[src/pkg/dsg_consts.svh]
/*
 constants for the dual spindle gear sequencer: register offsets, field positions,
 reset values and timing counts. assumes a 125 MHz control clock.
*/
`ifndef DSG_CONSTS_SVH
`define DSG_CONSTS_SVH

`define DSG_CLK_MHZ 125
`define DSG_TICK_US 1000
`define DSG_TICK_CYCLES (`DSG_CLK_MHZ * `DSG_TICK_US)
`define DSG_DEFAULT_MS 16'h1388

`define DSG_ADDR_CTRL 8'h00
`define DSG_ADDR_STATUS 8'h04
`define DSG_ADDR_ALARM 8'h08
`define DSG_ADDR_SPEED 8'h0c
`define DSG_ADDR_BRAKE 8'h10
`define DSG_ADDR_SHIFT1 8'h14
`define DSG_ADDR_SHIFT2 8'h18
`define DSG_ADDR_CHECK 8'h1c
`define DSG_ADDR_MAX12 8'h20
`define DSG_ADDR_MAX34 8'h24
`define DSG_ADDR_RELEASE 8'h28

`define DSG_CTRL_MULTI 0
`define DSG_CTRL_HOLD 1
`define DSG_CTRL_AUTO 7
`define DSG_CTRL_MODE_LO 8
`define DSG_CTRL_MODE_HI 9

`define DSG_ALM_REVERSE 0
`define DSG_ALM_WRONG 1
`define DSG_ALM_TIMEOUT 2
`define DSG_ALM_DISABLED 3

`endif

[src/pkg/dsg_pkg.sv]
/*
 types of the dual spindle gear sequencer.
 assumes the constants header is included by the users.
*/
package dsg_pkg;
    typedef enum logic [1:0] {DSG_MECH, DSG_ANALOG, DSG_SERIAL, DSG_RSVD} dsg_mode_type;
    typedef enum logic [2:0] {SH_IDLE, SH_FIRST, SH_WAIT, SH_SECOND} dsg_shift_type;
    typedef enum logic [1:0] {SP_STOP, SP_CW, SP_CCW} dsg_dir_type;
endpackage : dsg_pkg

[src/rtl/dsg_timer.sv]
/*
 millisecond down counter for the programmable delays.
 assumes tick is a one-cycle pulse from the same clock.
*/
`timescale 1ns/1ns
module dsg_timer
    import dsg_pkg::*;
(
    input wire logic clk,
    input wire logic reset_n,
    input wire logic tick,
    input wire logic load,
    input wire logic [15:0] loadValue,
    output logic done
);
    typedef struct packed {
        logic [15:0] count;
        logic done;
    } dsg_timer_state_type;
    dsg_timer_state_type state_reg, state_next;

    // load restarts, each tick counts one millisecond down
    always_comb begin
        state_next = state_reg;
        if (load) begin
            state_next.count = loadValue;
            state_next.done = 1'b0;
        end else if (tick && state_reg.count != 16'h0000) begin
            state_next.count = state_reg.count - 16'h0001;
        end
        if (!load) begin
            state_next.done = (state_next.count == 16'h0000);
        end
    end

    always_ff @(posedge clk or negedge reset_n) begin
        if (!reset_n) begin
            state_reg <= '0;
        end else begin
            state_reg <= state_next;
        end
    end

    assign done = state_reg.done;
endmodule : dsg_timer

[src/rtl/dsg_sequencer.sv]
/*
 dual spindle selection and four-step range shift sequencer with an
 AXI4-Lite register slave. command pulses come from same-clock logic;
 only the in-position inputs are pins; they pass two flops.
*/
// The register offsets and the AXI4-Lite slave port were decided locally.
`timescale 1ns/1ns
`include "dsg_consts.svh"
module dsg_sequencer
    import dsg_pkg::*;
(
    input wire logic clk,
    input wire logic reset_n,
    input wire logic s_axi_awvalid,
    output logic s_axi_awready,
    input wire logic [7:0] s_axi_awaddr,
    input wire logic s_axi_wvalid,
    output logic s_axi_wready,
    input wire logic [31:0] s_axi_wdata,
    input wire logic [3:0] s_axi_wstrb,
    output logic s_axi_bvalid,
    input wire logic s_axi_bready,
    output logic [1:0] s_axi_bresp,
    input wire logic s_axi_arvalid,
    output logic s_axi_arready,
    input wire logic [7:0] s_axi_araddr,
    output logic s_axi_rvalid,
    input wire logic s_axi_rready,
    output logic [31:0] s_axi_rdata,
    output logic [1:0] s_axi_rresp,
    input wire logic firstCwCmd,
    input wire logic firstCcwCmd,
    input wire logic firstStopCmd,
    input wire logic secondCwCmd,
    input wire logic secondCcwCmd,
    input wire logic secondStopCmd,
    input wire logic range1Cmd,
    input wire logic range2Cmd,
    input wire logic range3Cmd,
    input wire logic range4Cmd,
    input wire logic speedCmd,
    input wire logic [15:0] speedValue,
    input wire logic emergencyStop,
    input wire logic spindleAlarm,
    input wire logic range1InPosition,
    input wire logic range2InPosition,
    input wire logic range3InPosition,
    input wire logic range4InPosition,
    output logic firstCwOut,
    output logic firstCcwOut,
    output logic secondCwOut,
    output logic secondCcwOut,
    output logic brakeOut,
    output logic spindleStopOut,
    output logic serialCwFlag,
    output logic serialCcwFlag,
    output logic lampCw,
    output logic lampCcw,
    output logic lampStop,
    output logic [3:0] rangeSelect,
    output logic [11:0] firstAnalog,
    output logic [11:0] secondAnalog
);
    typedef struct packed {
        logic awDone;
        logic wDone;
        logic [7:0] awAddr;
        logic [31:0] wData;
        logic bValid;
        logic rValid;
        logic [31:0] rData;
        logic [31:0] ctrl;
        logic [3:0] alarm;
        logic [11:0] shiftSpeed;
        logic [15:0] brakeDelay;
        logic [15:0] brakeHold;
        logic [15:0] firstTime;
        logic [15:0] secondTime;
        logic [15:0] checkTime;
        logic [15:0] releaseTime;
        logic [15:0] max1;
        logic [15:0] max2;
        logic [15:0] max3;
        logic [15:0] max4;
        logic [3:0] sync1;
        logic [3:0] sync2;
        logic [16:0] tickCount;
        logic tick;
        logic activeSecond;
        dsg_dir_type dir1;
        dsg_dir_type dir2;
        logic brakePend;
        logic brakeOn;
        dsg_shift_type shift;
        logic [1:0] curRange;
        logic [1:0] newRange;
        logic [3:0] sel;
        logic rangeKnown;
        logic [15:0] speed1;
        logic [15:0] speed2;
        logic [11:0] out1;
        logic [11:0] out2;
    } dsg_state_type;
    dsg_state_type state_reg, state_next;

    logic tmrLoad;
    logic [15:0] tmrValue;
    logic tmrDone;
    logic [3:0] posRaw;

    assign posRaw = {range4InPosition, range3InPosition, range2InPosition, range1InPosition};

    // scales a commanded speed to the 12-bit output by the range maximum
    function automatic logic [11:0] scale(input logic [15:0] spd, input logic [15:0] maxSpd);
        logic [27:0] prod;
        logic [27:0] quo;
        prod = {12'h000, spd} * 28'h0000fff;
        quo = (maxSpd == 16'h0000) ? 28'h0000000 : prod / {12'h000, maxSpd};
        scale = (quo > 28'h0000fff) ? 12'hfff : quo[11:0];
    endfunction : scale

    // picks the maximum speed of a range
    function automatic logic [15:0] rangeMax(input dsg_state_type s, input logic [1:0] r);
        case (r)
            2'h0: rangeMax = s.max1;
            2'h1: rangeMax = s.max2;
            2'h2: rangeMax = s.max3;
            default: rangeMax = s.max4;
        endcase
    endfunction : rangeMax

    // one shared delay timer for brake and shift steps
    dsg_timer u_timer (
        .clk(clk),
        .reset_n(reset_n),
        .tick(state_reg.tick),
        .load(tmrLoad),
        .loadValue(tmrValue),
        .done(tmrDone)
    );

    always_comb begin
        logic multiOk;
        logic analogMode;
        logic rangeReq;
        logic [1:0] reqRange;
        logic [3:0] alarmSet;
        logic wrFire;
        multiOk = 1'b0;
        analogMode = 1'b0;
        rangeReq = 1'b0;
        reqRange = 2'h0;
        alarmSet = 4'h0;
        wrFire = 1'b0;
        state_next = state_reg;
        tmrLoad = 1'b0;
        tmrValue = 16'h0000;

        // pin inputs pass two flops
        state_next.sync1 = posRaw;
        state_next.sync2 = state_reg.sync1;

        // fixed millisecond time base
        state_next.tick = 1'b0;
        if (state_reg.tickCount == 17'(`DSG_TICK_CYCLES - 1)) begin
            state_next.tickCount = 17'h00000;
            state_next.tick = 1'b1;
        end else begin
            state_next.tickCount = state_reg.tickCount + 17'h00001;
        end

        analogMode = (state_reg.ctrl[`DSG_CTRL_MODE_HI:`DSG_CTRL_MODE_LO] == 2'(DSG_ANALOG));
        multiOk = state_reg.ctrl[`DSG_CTRL_MULTI] && analogMode;

        // axi write channel: address and data in either order
        if (s_axi_awvalid && !state_reg.awDone) begin
            state_next.awDone = 1'b1;
            state_next.awAddr = s_axi_awaddr;
        end
        if (s_axi_wvalid && !state_reg.wDone) begin
            state_next.wDone = 1'b1;
            state_next.wData = s_axi_wdata;
        end
        wrFire = state_reg.awDone && state_reg.wDone && !state_reg.bValid;
        if (wrFire) begin
            state_next.bValid = 1'b1;
            state_next.awDone = 1'b0;
            state_next.wDone = 1'b0;
            case (state_reg.awAddr)
                `DSG_ADDR_CTRL: state_next.ctrl = state_reg.wData;
                `DSG_ADDR_SPEED: state_next.shiftSpeed = state_reg.wData[11:0];
                `DSG_ADDR_BRAKE: begin
                    state_next.brakeDelay = state_reg.wData[15:0];
                    state_next.brakeHold = state_reg.wData[31:16];
                end
                `DSG_ADDR_SHIFT1: state_next.firstTime = state_reg.wData[15:0];
                `DSG_ADDR_SHIFT2: state_next.secondTime = state_reg.wData[15:0];
                `DSG_ADDR_CHECK: state_next.checkTime = state_reg.wData[15:0];
                `DSG_ADDR_MAX12: begin
                    state_next.max1 = state_reg.wData[15:0];
                    state_next.max2 = state_reg.wData[31:16];
                end
                `DSG_ADDR_MAX34: begin
                    state_next.max3 = state_reg.wData[15:0];
                    state_next.max4 = state_reg.wData[31:16];
                end
                `DSG_ADDR_RELEASE: state_next.releaseTime = state_reg.wData[15:0];
                default: ;
            endcase
        end
        if (state_reg.bValid && s_axi_bready) begin
            state_next.bValid = 1'b0;
        end

        // axi read channel
        if (s_axi_arvalid && !state_reg.rValid) begin
            state_next.rValid = 1'b1;
            case (s_axi_araddr)
                `DSG_ADDR_CTRL: state_next.rData = state_reg.ctrl;
                `DSG_ADDR_STATUS: state_next.rData = {16'h0000, state_reg.sel,
                    1'b0, state_reg.shift, state_reg.curRange, state_reg.brakeOn,
                    state_reg.activeSecond, state_reg.dir2, state_reg.dir1};
                `DSG_ADDR_ALARM: state_next.rData = {28'h0000000, state_reg.alarm};
                `DSG_ADDR_SPEED: state_next.rData = {20'h00000, state_reg.shiftSpeed};
                `DSG_ADDR_BRAKE: state_next.rData = {state_reg.brakeHold, state_reg.brakeDelay};
                `DSG_ADDR_SHIFT1: state_next.rData = {16'h0000, state_reg.firstTime};
                `DSG_ADDR_SHIFT2: state_next.rData = {16'h0000, state_reg.secondTime};
                `DSG_ADDR_CHECK: state_next.rData = {16'h0000, state_reg.checkTime};
                `DSG_ADDR_MAX12: state_next.rData = {state_reg.max2, state_reg.max1};
                `DSG_ADDR_MAX34: state_next.rData = {state_reg.max4, state_reg.max3};
                `DSG_ADDR_RELEASE: state_next.rData = {16'h0000, state_reg.releaseTime};
                default: state_next.rData = 32'h00000000;
            endcase
        end
        if (state_reg.rValid && s_axi_rready) begin
            state_next.rValid = 1'b0;
        end

        // first spindle commands; switching back checks direction
        if (firstCwCmd || firstCcwCmd) begin
            if (state_reg.activeSecond && state_reg.dir1 != SP_STOP
                && state_reg.dir1 != (firstCwCmd ? SP_CW : SP_CCW)) begin
                alarmSet[`DSG_ALM_WRONG] = 1'b1;
            end else begin
                state_next.activeSecond = 1'b0;
                state_next.dir1 = firstCwCmd ? SP_CW : SP_CCW;
            end
        end
        if (firstStopCmd) begin
            state_next.dir1 = SP_STOP;
        end

        // second spindle run commands, gated by multi-spindle enable in analog mode
        if ((secondCwCmd || secondCcwCmd) && multiOk) begin
            if (state_reg.dir2 != SP_STOP && state_reg.dir2 != (secondCwCmd ? SP_CW : SP_CCW)) begin
                if (state_reg.activeSecond) begin
                    alarmSet[`DSG_ALM_REVERSE] = 1'b1;
                end else begin
                    alarmSet[`DSG_ALM_WRONG] = 1'b1;
                end
            end else begin
                state_next.activeSecond = 1'b1;
                state_next.dir2 = secondCwCmd ? SP_CW : SP_CCW;
            end
        end
        if (secondStopCmd) begin
            state_next.dir2 = SP_STOP;
        end

        // speed command scales only the addressed spindle
        if (speedCmd) begin
            if (state_next.activeSecond) begin
                state_next.speed2 = speedValue;
                state_next.out2 = scale(speedValue, rangeMax(state_reg, state_reg.curRange));
            end else begin
                state_next.speed1 = speedValue;
                state_next.out1 = scale(speedValue, rangeMax(state_reg, state_reg.curRange));
            end
        end

        // emergency or drive alarm stops both at once
        if (emergencyStop || spindleAlarm) begin
            state_next.dir1 = SP_STOP;
            state_next.dir2 = SP_STOP;
        end

        // brake on second spindle after stop, then hold
        if (state_reg.dir2 != SP_STOP && state_next.dir2 == SP_STOP) begin
            state_next.brakePend = 1'b1;
            state_next.brakeOn = 1'b0;
            tmrLoad = state_reg.shift == SH_IDLE;
            tmrValue = state_reg.brakeDelay;
        end else if (state_reg.shift == SH_IDLE && tmrDone && state_reg.brakePend) begin
            state_next.brakePend = 1'b0;
            state_next.brakeOn = 1'b1;
            tmrLoad = 1'b1;
            tmrValue = state_reg.brakeHold;
        end else if (state_reg.shift == SH_IDLE && tmrDone && state_reg.brakeOn) begin
            state_next.brakeOn = 1'b0;
        end

        // range commands
        rangeReq = range1Cmd || range2Cmd || range3Cmd || range4Cmd;
        reqRange = range1Cmd ? 2'h0 : range2Cmd ? 2'h1 : range3Cmd ? 2'h2 : 2'h3;

        // four-step range shift
        case (state_reg.shift)
            SH_IDLE: begin
                if (rangeReq) begin
                    if (!state_reg.ctrl[`DSG_CTRL_AUTO] || !analogMode) begin
                        alarmSet[`DSG_ALM_DISABLED] = 1'b1;
                    end else if (reqRange != state_reg.curRange || !state_reg.rangeKnown) begin
                        state_next.newRange = reqRange;
                        state_next.out1 = state_reg.shiftSpeed;
                        state_next.shift = SH_FIRST;
                        tmrLoad = 1'b1;
                        tmrValue = state_reg.firstTime;
                    end
                end
            end
            SH_FIRST: begin
                if (tmrDone) begin
                    state_next.sel = 4'h1 << state_reg.newRange;
                    state_next.curRange = state_reg.newRange;
                    state_next.rangeKnown = 1'b1;
                    state_next.shift = SH_WAIT;
                    tmrLoad = 1'b1;
                    tmrValue = state_reg.checkTime;
                end
            end
            SH_WAIT: begin
                if (state_reg.sync2[state_reg.newRange]) begin
                    state_next.shift = SH_SECOND;
                    tmrLoad = 1'b1;
                    tmrValue = state_reg.secondTime;
                end else if (tmrDone) begin
                    alarmSet[`DSG_ALM_TIMEOUT] = 1'b1;
                    state_next.shift = SH_IDLE;
                end
            end
            SH_SECOND: begin
                if (tmrDone) begin
                    state_next.out1 = scale(state_reg.speed1, rangeMax(state_reg, state_reg.curRange));
                    if (!state_reg.ctrl[`DSG_CTRL_HOLD]) begin
                        state_next.sel = 4'h0;
                    end
                    state_next.shift = SH_IDLE;
                end
            end
            default: state_next.shift = SH_IDLE;
        endcase

        // alarms are sticky; write ones to clear, a new event wins
        if (wrFire && state_reg.awAddr == `DSG_ADDR_ALARM) begin
            state_next.alarm = state_reg.alarm & ~state_reg.wData[3:0];
        end
        state_next.alarm = state_next.alarm | alarmSet;
    end

    always_ff @(posedge clk or negedge reset_n) begin
        if (!reset_n) begin
            state_reg <= '0;
            state_reg.releaseTime <= `DSG_DEFAULT_MS;
            state_reg.secondTime <= `DSG_DEFAULT_MS;
        end else begin
            state_reg <= state_next;
        end
    end

    // outputs come straight from the state flops
    always_comb begin
        logic serial;
        serial = (state_reg.ctrl[`DSG_CTRL_MODE_HI:`DSG_CTRL_MODE_LO] == 2'(DSG_SERIAL));
        firstCwOut = !serial && state_reg.dir1 == SP_CW;
        firstCcwOut = !serial && state_reg.dir1 == SP_CCW;
        serialCwFlag = serial && state_reg.dir1 == SP_CW;
        serialCcwFlag = serial && state_reg.dir1 == SP_CCW;
    end
    assign secondCwOut = state_reg.dir2 == SP_CW;
    assign secondCcwOut = state_reg.dir2 == SP_CCW;
    assign brakeOut = state_reg.brakeOn;
    assign spindleStopOut = state_reg.dir1 == SP_STOP && state_reg.dir2 == SP_STOP;
    assign lampCw = state_reg.dir1 == SP_CW;
    assign lampCcw = state_reg.dir1 == SP_CCW;
    assign lampStop = state_reg.dir1 == SP_STOP;
    assign rangeSelect = state_reg.sel;
    assign firstAnalog = state_reg.out1;
    assign secondAnalog = state_reg.out2;
    assign s_axi_awready = !state_reg.awDone;
    assign s_axi_wready = !state_reg.wDone;
    assign s_axi_bvalid = state_reg.bValid;
    assign s_axi_bresp = 2'h0;
    assign s_axi_arready = !state_reg.rValid;
    assign s_axi_rvalid = state_reg.rValid;
    assign s_axi_rdata = state_reg.rData;
    assign s_axi_rresp = 2'h0;
endmodule : dsg_sequencer

[config.mk]
export PLATFORM = sky130hd
export DESIGN_NAME = dsg_sequencer
export DESIGN_NICKNAME = d
export VERILOG_FILES = /design/src/pkg/dsg_pkg.sv /design/src/rtl/dsg_timer.sv /design/src/rtl/dsg_sequencer.sv
export VERILOG_INCLUDE_DIRS = /design/src /design/src/pkg
export SDC_FILE = /design/constraint.sdc
export NUM_CORES = 2
export LEC_CHECK = 0
export CORE_UTILIZATION = 50
export DETAILED_ROUTE_END_ITERATION = 8
export DONT_BUFFER_PORTS = 1
export GPL_TIMING_DRIVEN = 0
export PLACE_DENSITY = 0.73
export SLEW_MARGIN = 30
export SYNTH_ARGS = -nofsm -noshare
export SYNTH_HDL_FRONTEND = slang
export SYNTH_SLANG_ARGS = --single-unit
export TNS_END_PERCENT = 10
[constraint.sdc]
create_clock -name clk -period 82.6 [get_ports clk]
set_input_delay 8.26 -clock clk [delete_from_list [all_inputs] [get_ports clk]]
set_output_delay 8.26 -clock clk [all_outputs]
set_load 0.02 [all_outputs]
# [Word level (Yosys, flattened, before mapping)]
# Index checks and enable logic that the tools add are counted.
[totals] regBits=386 latch_bits=0 mem_bits_rw=0 mem_bits_ro=0 input_bits=92 out_inout_bits=80 mem_count=0
[op_classes] n_addsub=2 mul=2 div=3 magnitude_cmp=4 n_eq_ne=41 n_shift=1 muxes=94 bitwise=5 reduce_logical=77
[ops] cell="$pmux W32 S11" count=1
[ops] cell="$mux W16" count=15
[ops] cell="$mux W12" count=9
[ops] cell="$pmux W16 S3" count=2
[ops] cell="$div A28 B16 Y28" count=3
[ops] cell="$gt A28 B12 Y1 const B" count=3
[ops] cell="$mux W28" count=3
[ops] cell="$eq A8 B5 Y1 const B" count=8
[ops] cell="$logic_not A16 Y1" count=4
[ops] cell="$mul A16 B12 Y28 const B" count=2
[ops] cell="$eq A8 B6 Y1 const B" count=6
[ops] cell="$mux W33" count=1
[ops] cell="$eq A8 B4 Y1 const B" count=4
[ops] cell="$mux W1" count=31
[ops] cell="$reduce_and A2 Y1" count=13
[ops] cell="$mux W2" count=12
[ops] cell="$mux W24" count=1
[ops] cell="$pmux W12 S2" count=1
[ops] cell="$logic_and A1 B1 Y1" count=23
[ops] cell="$mux W3" count=7
[ops] cell="$add A17 B1 Y17 const B" count=1
[ops] cell="$eq A17 B17 Y1 const B" count=1
[ops] cell="$mux W17" count=1
[ops] cell="$logic_not A8 Y1" count=2
[ops] cell="30 further kinds" count=75

# [Logic depth before layout (Yosys ltp)]
[logic_depth] word_depth=19 depth_mapped=409 ltp_nobuf=380

# [By module]
# Synthesis repeated with hierarchy kept, for this count alone.
[unflattened] hier_cells=7370 area_unflattened_um2=61164.9
[modules_own_cells] module="dsg_sequencer" instances=1 cells_per_inst=7236 area_each_um2=59973.8 seq_area_each_um2=9246.4
[modules_own_cells] module="dsg_timer" instances=1 cells_per_inst=134 area_each_um2=1191.1 seq_area_each_um2=425.4

# [Least setup slack after synthesis]
# No wires, ideal clock.
[synth_timing] path_kind="input port to flip-flop" startpoint="in speedValue[6]" endpoint="reg state_reg, in the netlist secondAnalog[0]" arrival_time_ns=83.792 t_required_ns=82.476 setup_slack_ns=-1.316 cell_stages=386 n_path_buf=36 path_cell_list="fa_1 inv_1 fa_1 inv_1 fa_1 fa_1 inv_1 fa_1 inv_1 ha_1 clkbuf_1 and3_1 nand2_1 or3_1 a21oi_1 and3b_1 a211o_1 ha_1 (+350 left out) a21oi_1 nor2b_1 o21ai_0 nand2b_1 a21oi_1 nor2b_1 o21ai_0 nand2b_1 a21oi_1 nor2b_1 o21ai_0 nand2b_1 a21oi_1 nand2_1 a221oi_1 o2111ai_1 and2_1 o31a_1"
[synth_between] elab_chain_cells=5
[synth_rtl] element="start: declaration" line="dsg_sequencer.sv:42" text="input wire logic [15:0] speedValue,"
[synth_rtl] element="$mul A16 B12 Y28 *" line="dsg_sequencer.sv:117" text="prod = {12'h000, spd} * 28'h0000fff;"
[synth_rtl] element="$div A28 B16 Y28 *" line="dsg_sequencer.sv:118" text="quo = (maxSpd == 16'h0000) ? 28'h0000000 : prod / {12'h000, maxSpd};"
[synth_rtl] element="$mux W28 *" line="dsg_sequencer.sv:118"
[synth_rtl] element="$gt A28 B12 Y1" line="dsg_sequencer.sv:119" text="scale = (quo > 28'h0000fff) ? 12'hfff : quo[11:0];"
[synth_rtl] element="$mux W12 *" line="dsg_sequencer.sv:119"
[synth_rtl] element="end signal: assignment" line="dsg_sequencer.sv:366" text="state_reg <= state_next;"
[synth_rtl] element="end: declaration" line="dsg_sequencer.sv:104" text="dsg_state_type state_reg, state_next;"
# Every way passes the cells marked *; elsewhere a longest branch is shown, timed or not.
# A chain may end at the register's enable or synchronous reset.

# [Final worst setup path]
[layout_timing] startpoint="in speedValue[3]" endpoint="reg state_reg, in the netlist secondAnalog[0]"
# Same word-level chain as after synthesis.

==> out/metrics.yaml <==
status: "finished, final reports clean"
relSlewSlack: 0.0654
fillers: 10414
core_mm2: 0.120
final-setup-viol-count: 0
numPortBuffers: 0
fp-row-count: 127
critPathLaunch: "speedValue[3]"
clk_path_buf_depth: 3
dieArea_mm2: 0.122
dpl_worst_slack_ns: -16.56
drive_above_1_share: 0.207
gp_congestion: 1.00
syn_avg_cell_area_um2: 8.25
cp-end-kind: "register"
cts_htree_levels: 2
fin_crit_ns: 80.50
critPathMaxStageDelay_ns: 0.58
rsz0062_at_grt: "yes"
insertion_delay_ns: 0.57
ys.flop_type: "dfrtp_1"
period_share: 0.975
grt.total_usage: 0.318
crit_top_cell: "o21a_1"
final_common_cell: "ha_1"
tritoncts: "built"
grt_pass1_wl_mm: 312
initial_utilization: 0.504
drt-total-wl_mm: 206
grt_max_degree: 387
worst-setup-path-type: "input pin to register"
final_core_util: 0.585
route.detailed.drc: 0
r2r-start: "state_reg[41]"
drv_slew: 0
ant_nets: 0
antenna_found_initial: 7
drtIter0Drc: 5646
cts-root-buf: "clkbuf_16"
fin_worst_skew_ns: 0.0233
synth_cell_types: 126
hpwl_mm: 157
async_flop_share: 1.00
grt_overflow: 0
die_h_um: 350
worstSetupStartpointType: "input pin"
die_w_um: 350
slowest_stage: "fa_2"
worst_pin_slew_ns: 1.40
grt_pass1_vias: 57144
largest_register_ff_count: 302
final_cells: 9347
synthCells: 7319
wl_per_cell_um: 22.1
crit_fanout: 10
ys_ff_latch: 386
hold_path.class: "register to register"
crit_required_ns: 83.03
clock-sinks: 386
vias: 60311
viasPerCell: 6.45
crit_arrival_ns: 80.94
fin_ws_ns: 2.10
hold_start: "state_next[94]"
netlist_area_mm2: 0.0604
nNetsFinal: 8767
hold_viol: 0
syn_to_final_growth_pct: 16.0
cts_buffers: 38
clk_pin_slew_worst_paths_ns: 0.06
dp_cells: 8952
final_cell_mix: "734 x ha_1, 650 x nand2_1, 523 x nor2_1, 404 x buf_4, 390 x a21oi_1"
yosysWarnings: 0
synth_edf_count: 0
io_pins: 172
drt-pass1-iter-count: 7
fmax_mhz: 12.4
yosysSeqAreaShare: 0.160
maxCapViolCount: 0
==> cell families (layout without fill, tap and decap cells) <==
| logic type | Yosys count | in the layout | synth area share |
|---|---|---|---|
| simple gates | 2335 | 2335 | 0.186 |
| compound gates | 2171 | 2171 | 0.245 |
| fa+ha+maj | 973 | 973 | 0.226 |
| buf+inv | 641 | 1049 | 0.0448 |
| mux | 436 | 436 | 0.0837 |
| flops | 386 | 386 | 0.160 |
| xor+xnor | 376 | 376 | 0.0545 |
| other cells | 1 | 9 | 0.0000621 |
==> per-stage QoR <==
step                      cell area (um^2)  hold slack (ns)  TNS, ns
after floorplan                      60500            0.331        0
after global placement               62500            0.336   -74.08
after detailed placement             63000            0.335   -78.27
after CTS                            66300            0.349        0
after global routing                 70000            0.358    -2.46
final                                70100            0.348        0
==> final cells by class <==
| type | count | area (um^2) | share of cell area |
|---|---|---|---|
| clock inverter | 14 | 146 | 0.00209 |
| sequential | 386 | 9680 | 0.138 |
| antenna | 4 | 10.0 | 0.000143 |
| buffer | 274 | 1880 | 0.0268 |
| timing repair buffer | 354 | 3020 | 0.0431 |
| clock buffer | 55 | 1130 | 0.0161 |
| tap | 1612 | 2020 | 0.0288 |
| inverter | 352 | 1370 | 0.0195 |
| multi-input combinational | 6296 | 50800 | 0.725 |
==> critical path, delay by kind of cell <==
family / cells / cell delay (ns)
buf+inv: 41 / 6.02
fa+ha+maj: 34 / 10.47
compound gates: 210 / 38.95
mux: 5 / 1.53
simple gates: 98 / 15.54
==> Yosys cell counts, types with 38 or more instances <==
library cell	count	area share
a221oi_1	44	0.0064
fa_1	196	0.065
buf_4	66	0.0082
o21ai_0	411	0.034
o31ai_1	149	0.019
a21o_1	178	0.022
nor2b_1	73	0.0076
o211ai_1	64	0.0080
inv_1	349	0.022
a222oi_1	39	0.0065
mux2_2	375	0.070
a31oi_1	58	0.0060
buf_1	38	0.0024
mux2i_1	42	0.0070
and2_1	56	0.0058
o21a_1	305	0.038
or2_2	82	0.0085
clkbuf_1	160	0.0099
and3_1	53	0.0055
xor2_1	123	0.018
nand2_1	669	0.042
or3_1	62	0.0064
a22oi_1	47	0.0058
nand3_1	140	0.012
a21oi_1	472	0.039
ha_1	777	0.16
nor3_1	340	0.028
nand2b_1	70	0.0072
nor2_1	564	0.035
xnor2_1	253	0.037
nand4_1	64	0.0066
dfrtp_1	376	0.16
==> worst paths after layout <==
check                                    to  slack, ns  cells past startpoint
min in group asynchronous    state_reg[346]       7.40                      0
min reg2reg                   state_reg[94]       0.35                      0
max reg2reg                  firstAnalog[0]       4.02                    382
max in group asynchronous  secondAnalog[10]      74.06                      0
max                         secondAnalog[0]       2.10                    388
min                           state_reg[94]       0.35                      0
==> layer usage <==
layer  routed length [um]  vias to the layer above  track usage
met2                93600                     2613        0.520
met3                17500                      656       0.0583
met4                12600                        6        0.164
li1                     -                    27928            -
met5                   41                        -            0
met1                82500                    29108        0.399
==> timing repair <==
item                                    4_1_cts  5_1_grt
buffers inserted                            112      219
gates cloned                                  0        6
pin swaps                                    76      221
endpoints found under the setup margin        8        4
hold buffers                                  0        0
gates resized for setup                     369      518
Power is not shown: default switching activity piles up to over one toggle a cycle in this logic, so the estimate is an artifact.
